### config.mk
export PLATFORM = sky130hd
export DESIGN_NAME = cmpi_top
export DESIGN_NICKNAME = d
export VERILOG_FILES = /design/src/hw/cmpi_pkg.sv /design/src/hw/cmpi_sync2.sv /design/src/hw/cmpi_pin_mux.sv /design/src/hw/cmpi_top.sv
export SDC_FILE = /design/constraint.sdc
export NUM_CORES = 1
export LEC_CHECK = 0
export BUFFER_PORTS_ARGS = -buffer_cell sky130_fd_sc_hd__buf_2
export CORE_MARGIN = 2
export CORE_UTILIZATION = 44
export CTS_CLUSTER_SIZE = 28
export DETAILED_ROUTE_END_ITERATION = 7
export PLACE_DENSITY = 0.77
export SYNTH_ARGS = -nofsm -noshare
export SYNTH_HDL_FRONTEND = slang
export SYNTH_SLANG_ARGS = --single-unit
export TNS_END_PERCENT = 10
### constraint.sdc
create_clock -name hclk -period 4 [get_ports hclk]
set_clock_uncertainty 0.1 [all_clocks]
set_input_delay 0.2 -clock hclk [delete_from_list [all_inputs] [get_ports hclk]]
set_output_delay 0.2 -clock hclk [all_outputs]
set_load 0.01 [all_outputs]
### src/hw/cmpi_pkg.sv
package cmpi_pkg;

   // ------------------------------------------------------------
   // register byte offsets
   // ------------------------------------------------------------
   localparam logic [7:0] CMPI_OFF_CORE_IRQ   = 8'h00;
   localparam logic [7:0] CMPI_OFF_FLAGS_TWO  = 8'h04;
   localparam logic [7:0] CMPI_OFF_EN_TWO     = 8'h08;
   localparam logic [7:0] CMPI_OFF_PRIO_TWO   = 8'h0c;
   localparam logic [7:0] CMPI_OFF_CMP_CTRL   = 8'h10;
   localparam logic [7:0] CMPI_OFF_LADDER     = 8'h14;
   localparam logic [7:0] CMPI_OFF_PORT_PINS  = 8'h18;
   localparam logic [7:0] CMPI_OFF_PORT_LATCH = 8'h1c;
   localparam logic [7:0] CMPI_OFF_PORT_DIR   = 8'h20;
   localparam logic [7:0] CMPI_OFF_CONV_ONE   = 8'h24;
   localparam logic [7:0] CMPI_OFF_CTRL_EXT   = 8'h28;

   // ------------------------------------------------------------
   // field positions
   // ------------------------------------------------------------
   localparam int CMPI_BIT_SECOND_RESULT   = 7;
   localparam int CMPI_BIT_FIRST_RESULT    = 6;
   localparam int CMPI_BIT_SECOND_INVERT   = 5;
   localparam int CMPI_BIT_FIRST_INVERT    = 4;
   localparam int CMPI_BIT_INPUT_SWITCH    = 3;
   localparam int CMPI_BIT_CHANGE_FLAG     = 6;
   localparam int CMPI_BIT_CHANGE_ENABLE   = 6;
   localparam int CMPI_BIT_CHANGE_PRIO     = 6;
   localparam int CMPI_BIT_GLOBAL_EN       = 7;
   localparam int CMPI_BIT_PERIPH_EN       = 6;
   localparam int CMPI_BIT_RANGE_SELECT    = 5;
   localparam int CMPI_BIT_SOURCE_SELECT   = 4;
   localparam int CMPI_BIT_FIRST_PIN       = 1;
   localparam int CMPI_BIT_SECOND_PIN      = 2;
   localparam int CMPI_BIT_PIN_ROUTE_EN    = 0;
   localparam int CMPI_BIT_SLEEP           = 1;

   // ------------------------------------------------------------
   // masks and reset values
   // ------------------------------------------------------------
   localparam logic [7:0] CMPI_CMP_CTRL_WMASK  = 8'h3f;
   localparam logic [7:0] CMPI_FLAGS_TWO_MASK  = 8'hcb;
   localparam logic [7:0] CMPI_PORT_MASK       = 8'hfe;
   localparam logic [7:0] CMPI_CONV_ONE_MASK   = 8'h0f;
   localparam logic [7:0] CMPI_CTRL_EXT_MASK   = 8'h03;
   localparam logic [7:0] CMPI_CMP_CTRL_RESET  = 8'h07;
   localparam logic [7:0] CMPI_PORT_DIR_RESET  = 8'hfe;
   localparam logic [7:0] CMPI_ZERO8           = 8'h00;
   localparam logic [2:0] CMPI_MODE_OFF        = 3'h7;
   localparam logic [2:0] CMPI_MODE_MUX_REF    = 3'h6;
   localparam logic [3:0] CMPI_CONV_ONE_RESET  = 4'h0;
   localparam logic [3:0] CMPI_ALL_DIGITAL     = 4'hf;

   // ------------------------------------------------------------
   // carriers
   // ------------------------------------------------------------
   typedef struct packed {
      logic       hsel;
      logic [7:0] haddr;
      logic [1:0] htrans;
      logic       hwrite;
      logic [2:0] hsize;
      logic       hready;
   } cmpi_ahb_addr_t;

   typedef struct packed {
      logic       ladder_range_select;
      logic       ladder_source_select;
      logic [3:0] ladder_level_value;
      logic [2:0] comparator_mode_field;
      logic       input_switch_select;
      logic       ref_to_plus_inputs;
   } cmpi_analog_ctrl_t;

endpackage : cmpi_pkg

### src/hw/cmpi_sync2.sv
`timescale 1ns/1ps
`default_nettype none
module cmpi_sync2
   import cmpi_pkg::*;
(
   // clock and reset
   input  wire logic hclk,
   input  wire logic hresetn,
   // level
   input  wire logic async_in,
   output var  logic sync_out
);

   typedef struct packed {
      logic first_stage;
      logic second_stage;
   } cmpi_sync_state_t;

   cmpi_sync_state_t state_reg;
   cmpi_sync_state_t state_next;

   always_comb
   begin
      state_next              = state_reg;
      state_next.first_stage  = async_in;
      state_next.second_stage = state_reg.first_stage;
   end

   always_ff @(posedge hclk or negedge hresetn)
   begin
      if (!hresetn)
         state_reg <= '0;
      else
         state_reg <= state_next;
   end

   assign sync_out = state_reg.second_stage;

endmodule : cmpi_sync2
`default_nettype wire

### src/hw/cmpi_pin_mux.sv
`timescale 1ns/1ps
`default_nettype none
module cmpi_pin_mux
   import cmpi_pkg::*;
(
   // selection
   input  wire logic route_en,
   input  wire logic compare_result,
   input  wire logic latch_bit,
   input  wire logic direction_bit,
   // pin drive
   output var  logic pin_out,
   output var  logic pin_oe
);

   // ------------------------------------------------------------
   // unsynchronised result onto the pin
   // ------------------------------------------------------------
   always_comb
   begin
      pin_out = route_en ? compare_result : latch_bit;
      pin_oe  = !direction_bit;
   end

endmodule : cmpi_pin_mux
`default_nettype wire

### src/hw/cmpi_top.sv
`timescale 1ns/1ps
`default_nettype none
module cmpi_top
   import cmpi_pkg::*;
(
   // clock and reset
   input  wire logic              hclk,
   input  wire logic              hresetn,
   // ahb-lite slave
   input  wire logic              hsel,
   input  wire logic [7:0]        haddr,
   input  wire logic [1:0]        htrans,
   input  wire logic              hwrite,
   input  wire logic [2:0]        hsize,
   input  wire logic [31:0]       hwdata,
   input  wire logic              hready,
   output var  logic [31:0]       hrdata,
   output var  logic              hreadyout,
   output var  logic              hresp,
   // analog comparator cores
   input  wire logic              first_raw_high,
   input  wire logic              second_raw_high,
   output var  cmpi_analog_ctrl_t analog_ctrl,
   // port f pins
   input  wire logic [7:0]        port_f_in,
   output var  logic              first_result_pin_out,
   output var  logic              first_result_pin_oe,
   output var  logic              second_result_pin_out,
   output var  logic              second_result_pin_oe,
   // interrupt and sleep
   output var  logic              compare_irq,
   output var  logic              wake_request,
   output var  logic              sleeping
);

   // ------------------------------------------------------------
   // state
   // ------------------------------------------------------------
   typedef struct packed {
      logic [7:0]        core_interrupt_control;
      logic [7:0]        peripheral_flags_two;
      logic [7:0]        peripheral_enables_two;
      logic [7:0]        peripheral_priority_two;
      logic [5:0]        comparator_control;
      logic [7:0]        reference_ladder_control;
      logic [7:0]        port_f_latch;
      logic [7:0]        port_f_direction;
      logic [3:0]        pin_analog_config;
      logic [1:0]        ctrl_ext;
      logic [1:0]        latched_results;
      logic              dp_valid;
      logic              dp_write;
      logic [7:0]        dp_addr;
      logic [31:0]       rdata;
      logic              irq;
      logic              wake;
      logic              out1;
      logic              oe1;
      logic              out2;
      logic              oe2;
      cmpi_analog_ctrl_t actl;
   } cmpi_state_t;

   cmpi_state_t state_reg;
   cmpi_state_t state_next;

   logic       first_sync;
   logic       second_sync;
   logic [1:0] results_now;
   logic       pin1_out;
   logic       pin1_oe;
   logic       pin2_out;
   logic       pin2_oe;

   // ------------------------------------------------------------
   // synchronisers and pin muxes
   // ------------------------------------------------------------
   cmpi_sync2 u_sync_first (
      .hclk     (hclk),
      .hresetn  (hresetn),
      .async_in (first_raw_high),
      .sync_out (first_sync)
   );

   cmpi_sync2 u_sync_second (
      .hclk     (hclk),
      .hresetn  (hresetn),
      .async_in (second_raw_high),
      .sync_out (second_sync)
   );

   // invert after sync; mode off forces both low
   always_comb
   begin
      results_now = '0;
      if (state_reg.comparator_control[2:0] != CMPI_MODE_OFF)
      begin
         results_now[1] = second_sync ^ state_reg.comparator_control[CMPI_BIT_SECOND_INVERT];
         results_now[0] = first_sync ^ state_reg.comparator_control[CMPI_BIT_FIRST_INVERT];
      end
   end

   cmpi_pin_mux u_pin_first (
      .route_en       (state_reg.ctrl_ext[CMPI_BIT_PIN_ROUTE_EN]),
      .compare_result (first_raw_high ^ state_reg.comparator_control[CMPI_BIT_FIRST_INVERT]),
      .latch_bit      (state_reg.port_f_latch[CMPI_BIT_FIRST_PIN]),
      .direction_bit  (state_reg.port_f_direction[CMPI_BIT_FIRST_PIN]),
      .pin_out        (pin1_out),
      .pin_oe         (pin1_oe)
   );

   cmpi_pin_mux u_pin_second (
      .route_en       (state_reg.ctrl_ext[CMPI_BIT_PIN_ROUTE_EN]),
      .compare_result (second_raw_high ^ state_reg.comparator_control[CMPI_BIT_SECOND_INVERT]),
      .latch_bit      (state_reg.port_f_latch[CMPI_BIT_SECOND_PIN]),
      .direction_bit  (state_reg.port_f_direction[CMPI_BIT_SECOND_PIN]),
      .pin_out        (pin2_out),
      .pin_oe         (pin2_oe)
   );

   // ------------------------------------------------------------
   // next state
   // ------------------------------------------------------------
   logic        take;
   logic        cmp_access;
   logic [7:0]  wbyte;
   logic [7:0]  rbyte;
   logic [7:0]  port_read;
   logic        mismatch;
   logic        set_ev;

   always_comb
   begin
      state_next = state_reg;
      wbyte      = hwdata[7:0];
      rbyte      = CMPI_ZERO8;
      port_read  = CMPI_ZERO8;
      take       = hsel && hready && htrans[1];
      // one bus access to the control register in data phase
      cmp_access = state_reg.dp_valid && (state_reg.dp_addr == CMPI_OFF_CMP_CTRL);
      mismatch   = results_now != state_reg.latched_results;
      // a change landing on the access cycle is absorbed by the latch
      set_ev     = mismatch && !cmp_access;

      // address phase capture
      state_next.dp_valid = take;
      state_next.dp_write = hwrite;
      state_next.dp_addr  = haddr;
      if (take && !hwrite)
      begin
         case (haddr)
            CMPI_OFF_CORE_IRQ:   rbyte = state_reg.core_interrupt_control;
            CMPI_OFF_FLAGS_TWO:  rbyte = state_reg.peripheral_flags_two;
            CMPI_OFF_EN_TWO:     rbyte = state_reg.peripheral_enables_two;
            CMPI_OFF_PRIO_TWO:   rbyte = state_reg.peripheral_priority_two;
            CMPI_OFF_CMP_CTRL:   rbyte = {results_now, state_reg.comparator_control};
            CMPI_OFF_LADDER:     rbyte = state_reg.reference_ladder_control;
            CMPI_OFF_PORT_PINS:
            begin
               port_read = port_f_in & CMPI_PORT_MASK;
               // pins 3..6 analog unless config says all digital
               if (state_reg.pin_analog_config != CMPI_ALL_DIGITAL)
                  port_read[6:3] = 4'h0;
               rbyte = port_read;
            end
            CMPI_OFF_PORT_LATCH: rbyte = state_reg.port_f_latch;
            CMPI_OFF_PORT_DIR:   rbyte = state_reg.port_f_direction;
            CMPI_OFF_CONV_ONE:   rbyte = {4'h0, state_reg.pin_analog_config};
            CMPI_OFF_CTRL_EXT:   rbyte = {6'h00, state_reg.ctrl_ext};
            default:             rbyte = CMPI_ZERO8;
         endcase
      end
      state_next.rdata = {24'h000000, rbyte};

      // data phase writes
      if (state_reg.dp_valid && state_reg.dp_write)
      begin
         case (state_reg.dp_addr)
            CMPI_OFF_CORE_IRQ:   state_next.core_interrupt_control = wbyte;
            CMPI_OFF_FLAGS_TWO:  state_next.peripheral_flags_two = wbyte & CMPI_FLAGS_TWO_MASK;
            CMPI_OFF_EN_TWO:     state_next.peripheral_enables_two = wbyte & CMPI_FLAGS_TWO_MASK;
            CMPI_OFF_PRIO_TWO:   state_next.peripheral_priority_two = wbyte & CMPI_FLAGS_TWO_MASK;
            CMPI_OFF_CMP_CTRL:
               state_next.comparator_control = wbyte[5:0] & CMPI_CMP_CTRL_WMASK[5:0];
            CMPI_OFF_LADDER:     state_next.reference_ladder_control = wbyte;
            CMPI_OFF_PORT_LATCH: state_next.port_f_latch = wbyte & CMPI_PORT_MASK;
            CMPI_OFF_PORT_DIR:   state_next.port_f_direction = wbyte & CMPI_PORT_MASK;
            CMPI_OFF_CONV_ONE:   state_next.pin_analog_config = wbyte[3:0];
            CMPI_OFF_CTRL_EXT:   state_next.ctrl_ext = wbyte[1:0] & CMPI_CTRL_EXT_MASK[1:0];
            default:             state_next.ctrl_ext = state_reg.ctrl_ext;
         endcase
      end

      // any control access latches reference results
      if (cmp_access)
         state_next.latched_results = results_now;

      // hardware set wins over software clear; enables not consulted
      if (set_ev)
         state_next.peripheral_flags_two[CMPI_BIT_CHANGE_FLAG] = 1'b1;

      // request gating
      state_next.irq = state_reg.peripheral_flags_two[CMPI_BIT_CHANGE_FLAG]
                     && state_reg.peripheral_enables_two[CMPI_BIT_CHANGE_ENABLE]
                     && state_reg.core_interrupt_control[CMPI_BIT_PERIPH_EN]
                     && state_reg.core_interrupt_control[CMPI_BIT_GLOBAL_EN];
      // wake needs only flag and enable, valid while sleeping
      state_next.wake = state_reg.ctrl_ext[CMPI_BIT_SLEEP]
                     && state_reg.peripheral_flags_two[CMPI_BIT_CHANGE_FLAG]
                     && state_reg.peripheral_enables_two[CMPI_BIT_CHANGE_ENABLE];
      // waking clears sleep only; control register kept
      if (state_reg.wake)
         state_next.ctrl_ext[CMPI_BIT_SLEEP] = 1'b0;

      state_next.out1 = pin1_out;
      state_next.oe1  = pin1_oe;
      state_next.out2 = pin2_out;
      state_next.oe2  = pin2_oe;

      // analog side controls
      state_next.actl.ladder_range_select   =
         state_reg.reference_ladder_control[CMPI_BIT_RANGE_SELECT];
      state_next.actl.ladder_source_select  =
         state_reg.reference_ladder_control[CMPI_BIT_SOURCE_SELECT];
      state_next.actl.ladder_level_value    = state_reg.reference_ladder_control[3:0];
      state_next.actl.comparator_mode_field = state_reg.comparator_control[2:0];
      state_next.actl.input_switch_select   =
         state_reg.comparator_control[CMPI_BIT_INPUT_SWITCH];
      state_next.actl.ref_to_plus_inputs    =
         state_reg.comparator_control[2:0] == CMPI_MODE_MUX_REF;
   end

   // ------------------------------------------------------------
   // registers
   // ------------------------------------------------------------
   always_ff @(posedge hclk or negedge hresetn)
   begin
      if (!hresetn)
      begin
         state_reg                    <= '0;
         state_reg.comparator_control <= CMPI_CMP_CTRL_RESET[5:0];
         state_reg.port_f_direction   <= CMPI_PORT_DIR_RESET;
         state_reg.pin_analog_config  <= CMPI_CONV_ONE_RESET;
         state_reg.oe1                <= 1'b0;
         state_reg.oe2                <= 1'b0;
         state_reg.actl.comparator_mode_field <= CMPI_MODE_OFF;
      end
      else
         state_reg <= state_next;
   end

   // ------------------------------------------------------------
   // outputs
   // ------------------------------------------------------------
   assign hrdata                = state_reg.rdata;
   assign hreadyout             = 1'b1;
   assign hresp                 = 1'b0;
   assign analog_ctrl           = state_reg.actl;
   assign first_result_pin_out  = state_reg.out1;
   assign first_result_pin_oe   = state_reg.oe1;
   assign second_result_pin_out = state_reg.out2;
   assign second_result_pin_oe  = state_reg.oe2;
   assign compare_irq           = state_reg.irq;
   assign wake_request          = state_reg.wake;
   assign sleeping              = state_reg.ctrl_ext[CMPI_BIT_SLEEP];

endmodule : cmpi_top
`default_nettype wire

**Word-level counts from Yosys, hierarchy flattened**

Cells that the tools add are included.

- Multiplexer cells: 18
- Eq/ne operators: 23
- Reductions and logical operators: 33
- Bitwise logic cells: 4

Operators by type and width:

| cell | number |
|---|---|
| $pmux 8 s11 | 1 |
| $mux 59 | 1 |
| $eq 8x5->1 const B | 7 |
| $eq 8x6->1 const B | 6 |
| $mux 8 | 6 |
| $eq 8x4->1 const B | 4 |
| $reduce_and 2->1 | 12 |
| $eq 8x3->1 const B | 2 |
| $logic_not 8->1 | 2 |
| $logic_and 1x1->1 | 11 |
| $mux 4 | 2 |
| $reduce_bool 2->1 | 4 |
| $mux 7 | 1 |
| $mux 6 | 1 |
| $logic_not 1->1 | 4 |
| $mux 1 | 4 |
| $mux 2 | 2 |
| $ne 4x4->1 const B | 1 |
| $xor 1x1->1 | 4 |
| $eq 3x3->1 const B | 1 |
| $ne 3x3->1 const B | 1 |
| $ne 2x2->1 | 1 |

- Input port bits: 60
- Register bits after elaboration: 98

**Logic depth before layout (Yosys ltp)**

- Word-level depth: 6
- Mapped depth: 6
- Depth with buffers taken out: 4

**Modules after synthesis**

Synthesis repeated with hierarchy kept, for this count alone.

- Cell total of the unflattened synthesis: 359
- Area, all modules: 4,596.9 sq um

Modules (own cells, without submodules):

| module | area each (sq um) | times used | cells an instance |
|---|---|---|---|
| cmpi_top | 4,459.3 | 1 | 351 |
| cmpi_sync2 | 50.0 | 2 | 2 |
| cmpi_pin_mux | 18.8 | 2 | 2 |

**Least setup slack after synthesis**

No wires, ideal clock.

- Path type: register -> register
- From: register state_reg[55] (netlist name)
- To: register state_reg[76] (netlist name)
- Path buffers: 0
- Stages on the path, launching flop included: 5
- Slack: 2,383 ps
- Data arrival time: 1,392 ps
- Library setup time: 125 ps
- Path through: dfrtp_1 > nand4bb_4 > nor3b_2 > nand4_2 > mux2_2

- Longest elaborated chain between the ends: 2

Ends and longest elaborated chain:

| element | RTL line | RTL |
|---|---|---|
| start: declaration | cmpi_top.sv:64 | `cmpi_state_t state_reg;` |
| start signal: assignment | cmpi_top.sv:249 | `state_reg <= state_next;` |
| $eq 8x5->1 | cmpi_top.sv:178 | `case (state_reg.dp_addr)` |
| $reduce_and 2->1 (no line) | - |  |

No other way between the ends.
A chain may end at the register's enable or synchronous reset.

**Final worst setup path**

- From: input haddr[1]
- To: register state_reg, in the netlist hrdata[1]

- Longest elaborated chain between the ends: 3
- Elaborated cells between the ends (all ways): 13
- Classes of those cells: eq/ne: 10; mux: 2; reduce/logical: 1

Ends and longest elaborated chain:

| element | RTL line | RTL |
|---|---|---|
| start: declaration | cmpi_top.sv:11 | `input wire logic [7:0] haddr,` |
| $eq 8x6->1 (tied with other cells) | cmpi_top.sv:151 | `case (haddr)` |
| $pmux 8 s11 (*) | cmpi_top.sv:151 |  |
| $mux 8 (*) | cmpi_top.sv:149 | `if (take && !hwrite)` |
| named net rbyte[1] | cmpi_top.sv:127 | `logic [7:0] rbyte;` |

The timed path passes the listed nets; every way through them passes the cells marked *.

==> impl_metrics.csv <==
group,metric,value,unit
drt,drtPass1Iterations,4,
floorplan,die_y,106.8,um
drt,avgViaCountPerCell,5.435,
cells_and_area,final_core_util,0.4946,
critical_path,ff2ff_path_depth,4,
synth,synth_edf_count,0,
global_route,grt_pass1_vias,2956,
timing,layout_min_cycle_time,2141,ps
pwr,p_switching,0.0004654,W
drt,num_vias,2984,
floorplan,rows,37,
critical_path,start_kind,"input port",
clocking,numCtsBuffers,9,
synth,synth_cells,362,
synth,ys_types,56,
clocking,cts.repair.resized,0,
timing,period_share,0.5353,
placed_design,place_congestion,0.9404,
cells_and_area,fin_nets,468,
clocking,clk_latency,370,ps
clocking,postCtsSetupBuffers,0,
drt,ant_nets,0,
drt,first_iter_violations,150,
pwr,pwr-share-seq,0.567,
floorplan,die_area,11400,um^2
worst_hold_path,min_path_cells,2,
timing,slew_viol_final,0,
cells_and_area,n_antenna_cell,0,
global_route,overflow,0,
placed_design,dp_hpwl,7285,um
timing,hold_ws,25.40,ps
synth,yosysSeqAreaShare,0.5311,
cells_and_area,drive_gt1_frac,0.3947,
floorplan,die-width,106.8,um
synth,mappedNetlistArea,4648,um^2
synth,yosys.area.top_type,"dfrtp_1",
pwr,irDropWorstVdd,0.1632,mV
synth,synth_ff_type,"dfrtp_1",
timing,worstMarginPinSlew,851.8,ps
pwr,p_sw_frac,0.2459,
placed_design,io_buffers,56,
synth,yosys_warnings,0,
pwr,combPwrFrac,0.098,
critical_path,arrival,2290,ps
cells_and_area,largest_reg_flops,58,
clocking,clock-root-buffer,"clkbuf_8",
timing,relSlewSlack,0.4321,
synth,avgSynthCellArea,12.84,um^2
floorplan,initial_core_util,0.4523,
clocking,clockBufferDepth,2,
flow_run,cap_violations,0,
worst_hold_path,hp-class,"in -> reg",
global_route,track_usage,0.1876,
clocking,cts_tree,"yes",
drt,avgRoutedWirePerCell,18.65,um
pwr,p_int,0.001427,W
pwr,powerDensity,372.3,nW/um^2
critical_path,worst_setup_path_end_kind,"register",
timing,rsz0062_at_grt,"false",
timing,hold_viol,0,
clocking,clkSinkCount,98,
pwr,clockPowerShare,0.335,
global_route,grt_antenna_before_repair,0,
critical_path,critical_path_required,4150,ps
synth,ys_ff_latch,98,
timing,max_freq,0.4670,GHz
timing,final.setup.tns,0,ps
drt,drc,0,
timing,setup_ws,1859,ps
clocking,clkTransAtPathRegs,100,ps
global_route,grt_pass1_wl,15950,um
drt,drt-total-wl,10240,um
pwr,total_power,0.001892,W
critical_path,crit_fanout,8,
synth,synth.top_cell.area_share,0.4576,
synth,async_flop_share,1.000,
floorplan,core-area,10280,um^2
global_route,grt_max_degree,70,
cells_and_area,area_growth,9.368,%
critical_path,critPathKind,"in -> reg",
status,status,"completed",
floorplan,ios,112,
pwr,leakagePower,2.210,nW
timing,setup_violations,0,
placed_design,pre_cts_ws,1799,ps
synth,yosys-top-cells-area,"dfrtp_1, mux2_2, buf_4, dfstp_2, mux2i_1",
clocking,htreeDepth,3,
## metrics by stage
step | instance area, um^2 | instances
after floorplan | 4738 | 386
after global placement | 4807 | 525
after detailed placement | 4807 | 525
after CTS | 5084 | 549
after global routing | 5084 | 549
final | 5084 | 549
## power groups by stage
stage,clock [W],sequential (W),combinational (W)
4_1_cts,0.000653,0.00107,0.000186
3_5_place_dp,0,0.00109,0.000180
2_1_floorplan,0,0.00108,0.000128
3_3_place_gp,0,0.00109,0.000175
6_report,0.000635,0.00107,0.000185
5_1_grt,0.000698,0.00108,0.000203
## logic make-up (layout without fill, tap and decap cells)
kind of cell,after synthesis,in the layout,share of synthesized area
AOI/OAI and AO/OA,38,38,0.06138
xor gates and xnor gates,5,5,0.009421
buffers and inverters,58,85,0.08748
DFF,98,98,0.5311
muxes,76,76,0.1836
other,2,26,0.001616
and+or+nand+nor,85,85,0.1254
## area by class of cell
class | count | area [um^2]
clock buffer | 12 | 145.1
tap | 136 | 170.2
inverter | 4 | 15.01
clock inverter | 4 | 51.30
multi-input combinational | 230 | 1863
fill | 899 | 5194
sequential | 98 | 2469
timing repair buffer | 65 | 370.4
## cells in the final DEF, fill, tap and decap left out, drive strengths merged, types with 3 or more instances in the layout
cell type,n
conb,26
dfrtp,85
a22oi,4
dfstp,13
inv,5
nor2b,4
nand3,10
clkbuf,12
nand2,14
nor4,3
dlygate4sd3,8
xnor2,4
mux2,64
and3,4
o21ai,8
a22o,3
nor4b,6
nand4,5
a31oi,3
nor2,13
buf,57
nor3,5
a21oi,6
mux2i,11
a32oi,3
nor3b,3
a32o,3
## critical path: stages
cell,delay (ps)
dlygate4sd3_1,530
buf_2,160
nor2_2,280
nand2_1,90
or4b_1,690
a21oi_1,340
## worst paths after layout
| path | startpoint | to | slack, ps |
|---|---|---|---|
| min reg2reg | u_sync_first.state_next[0] | u_sync_first.sync_out | 260 |
| max in group asynchronous | hresetn | analog_ctrl[2] | 2470 |
| max reg2reg | state_reg[55] | state_next[5] | 1980 |
| min in group asynchronous | hresetn | first_result_pin_oe | 380 |
| min | hwdata[5] | state_reg[126] | 30 |
| max | haddr[1] | hrdata[1] | 1860 |
## layer usage
layer | wire length (um) | GRT usage
met5 | 0 | 0
met4 | 245 | 0.08256
met3 | 651 | 0.03343
met2 | 4865 | 0.2948
met1 | 4478 | 0.2558
## timing repair
action                                  CTS  global route
hold buffers                              8             0
endpoints found under the setup margin    0             0
hold endpoints to repair                 67             0
## Yosys cell counts, drive strengths merged (3+ instances only)
cell,n
dfrtp,85
mux2,64
buf,52
nand2,14
dfstp,13
nor2,13
mux2i,11
nand3,10
o21ai,8
a21oi,6
nor4b,6
nand4,5
nor3,5
a22oi,4
and3,4
inv,4
nor2b,4
xnor2,4
a22o,3
a31oi,3
a32o,3
a32oi,3
nor3b,3
nor4,3
Note: power is estimated with default switching activity, not from simulation.
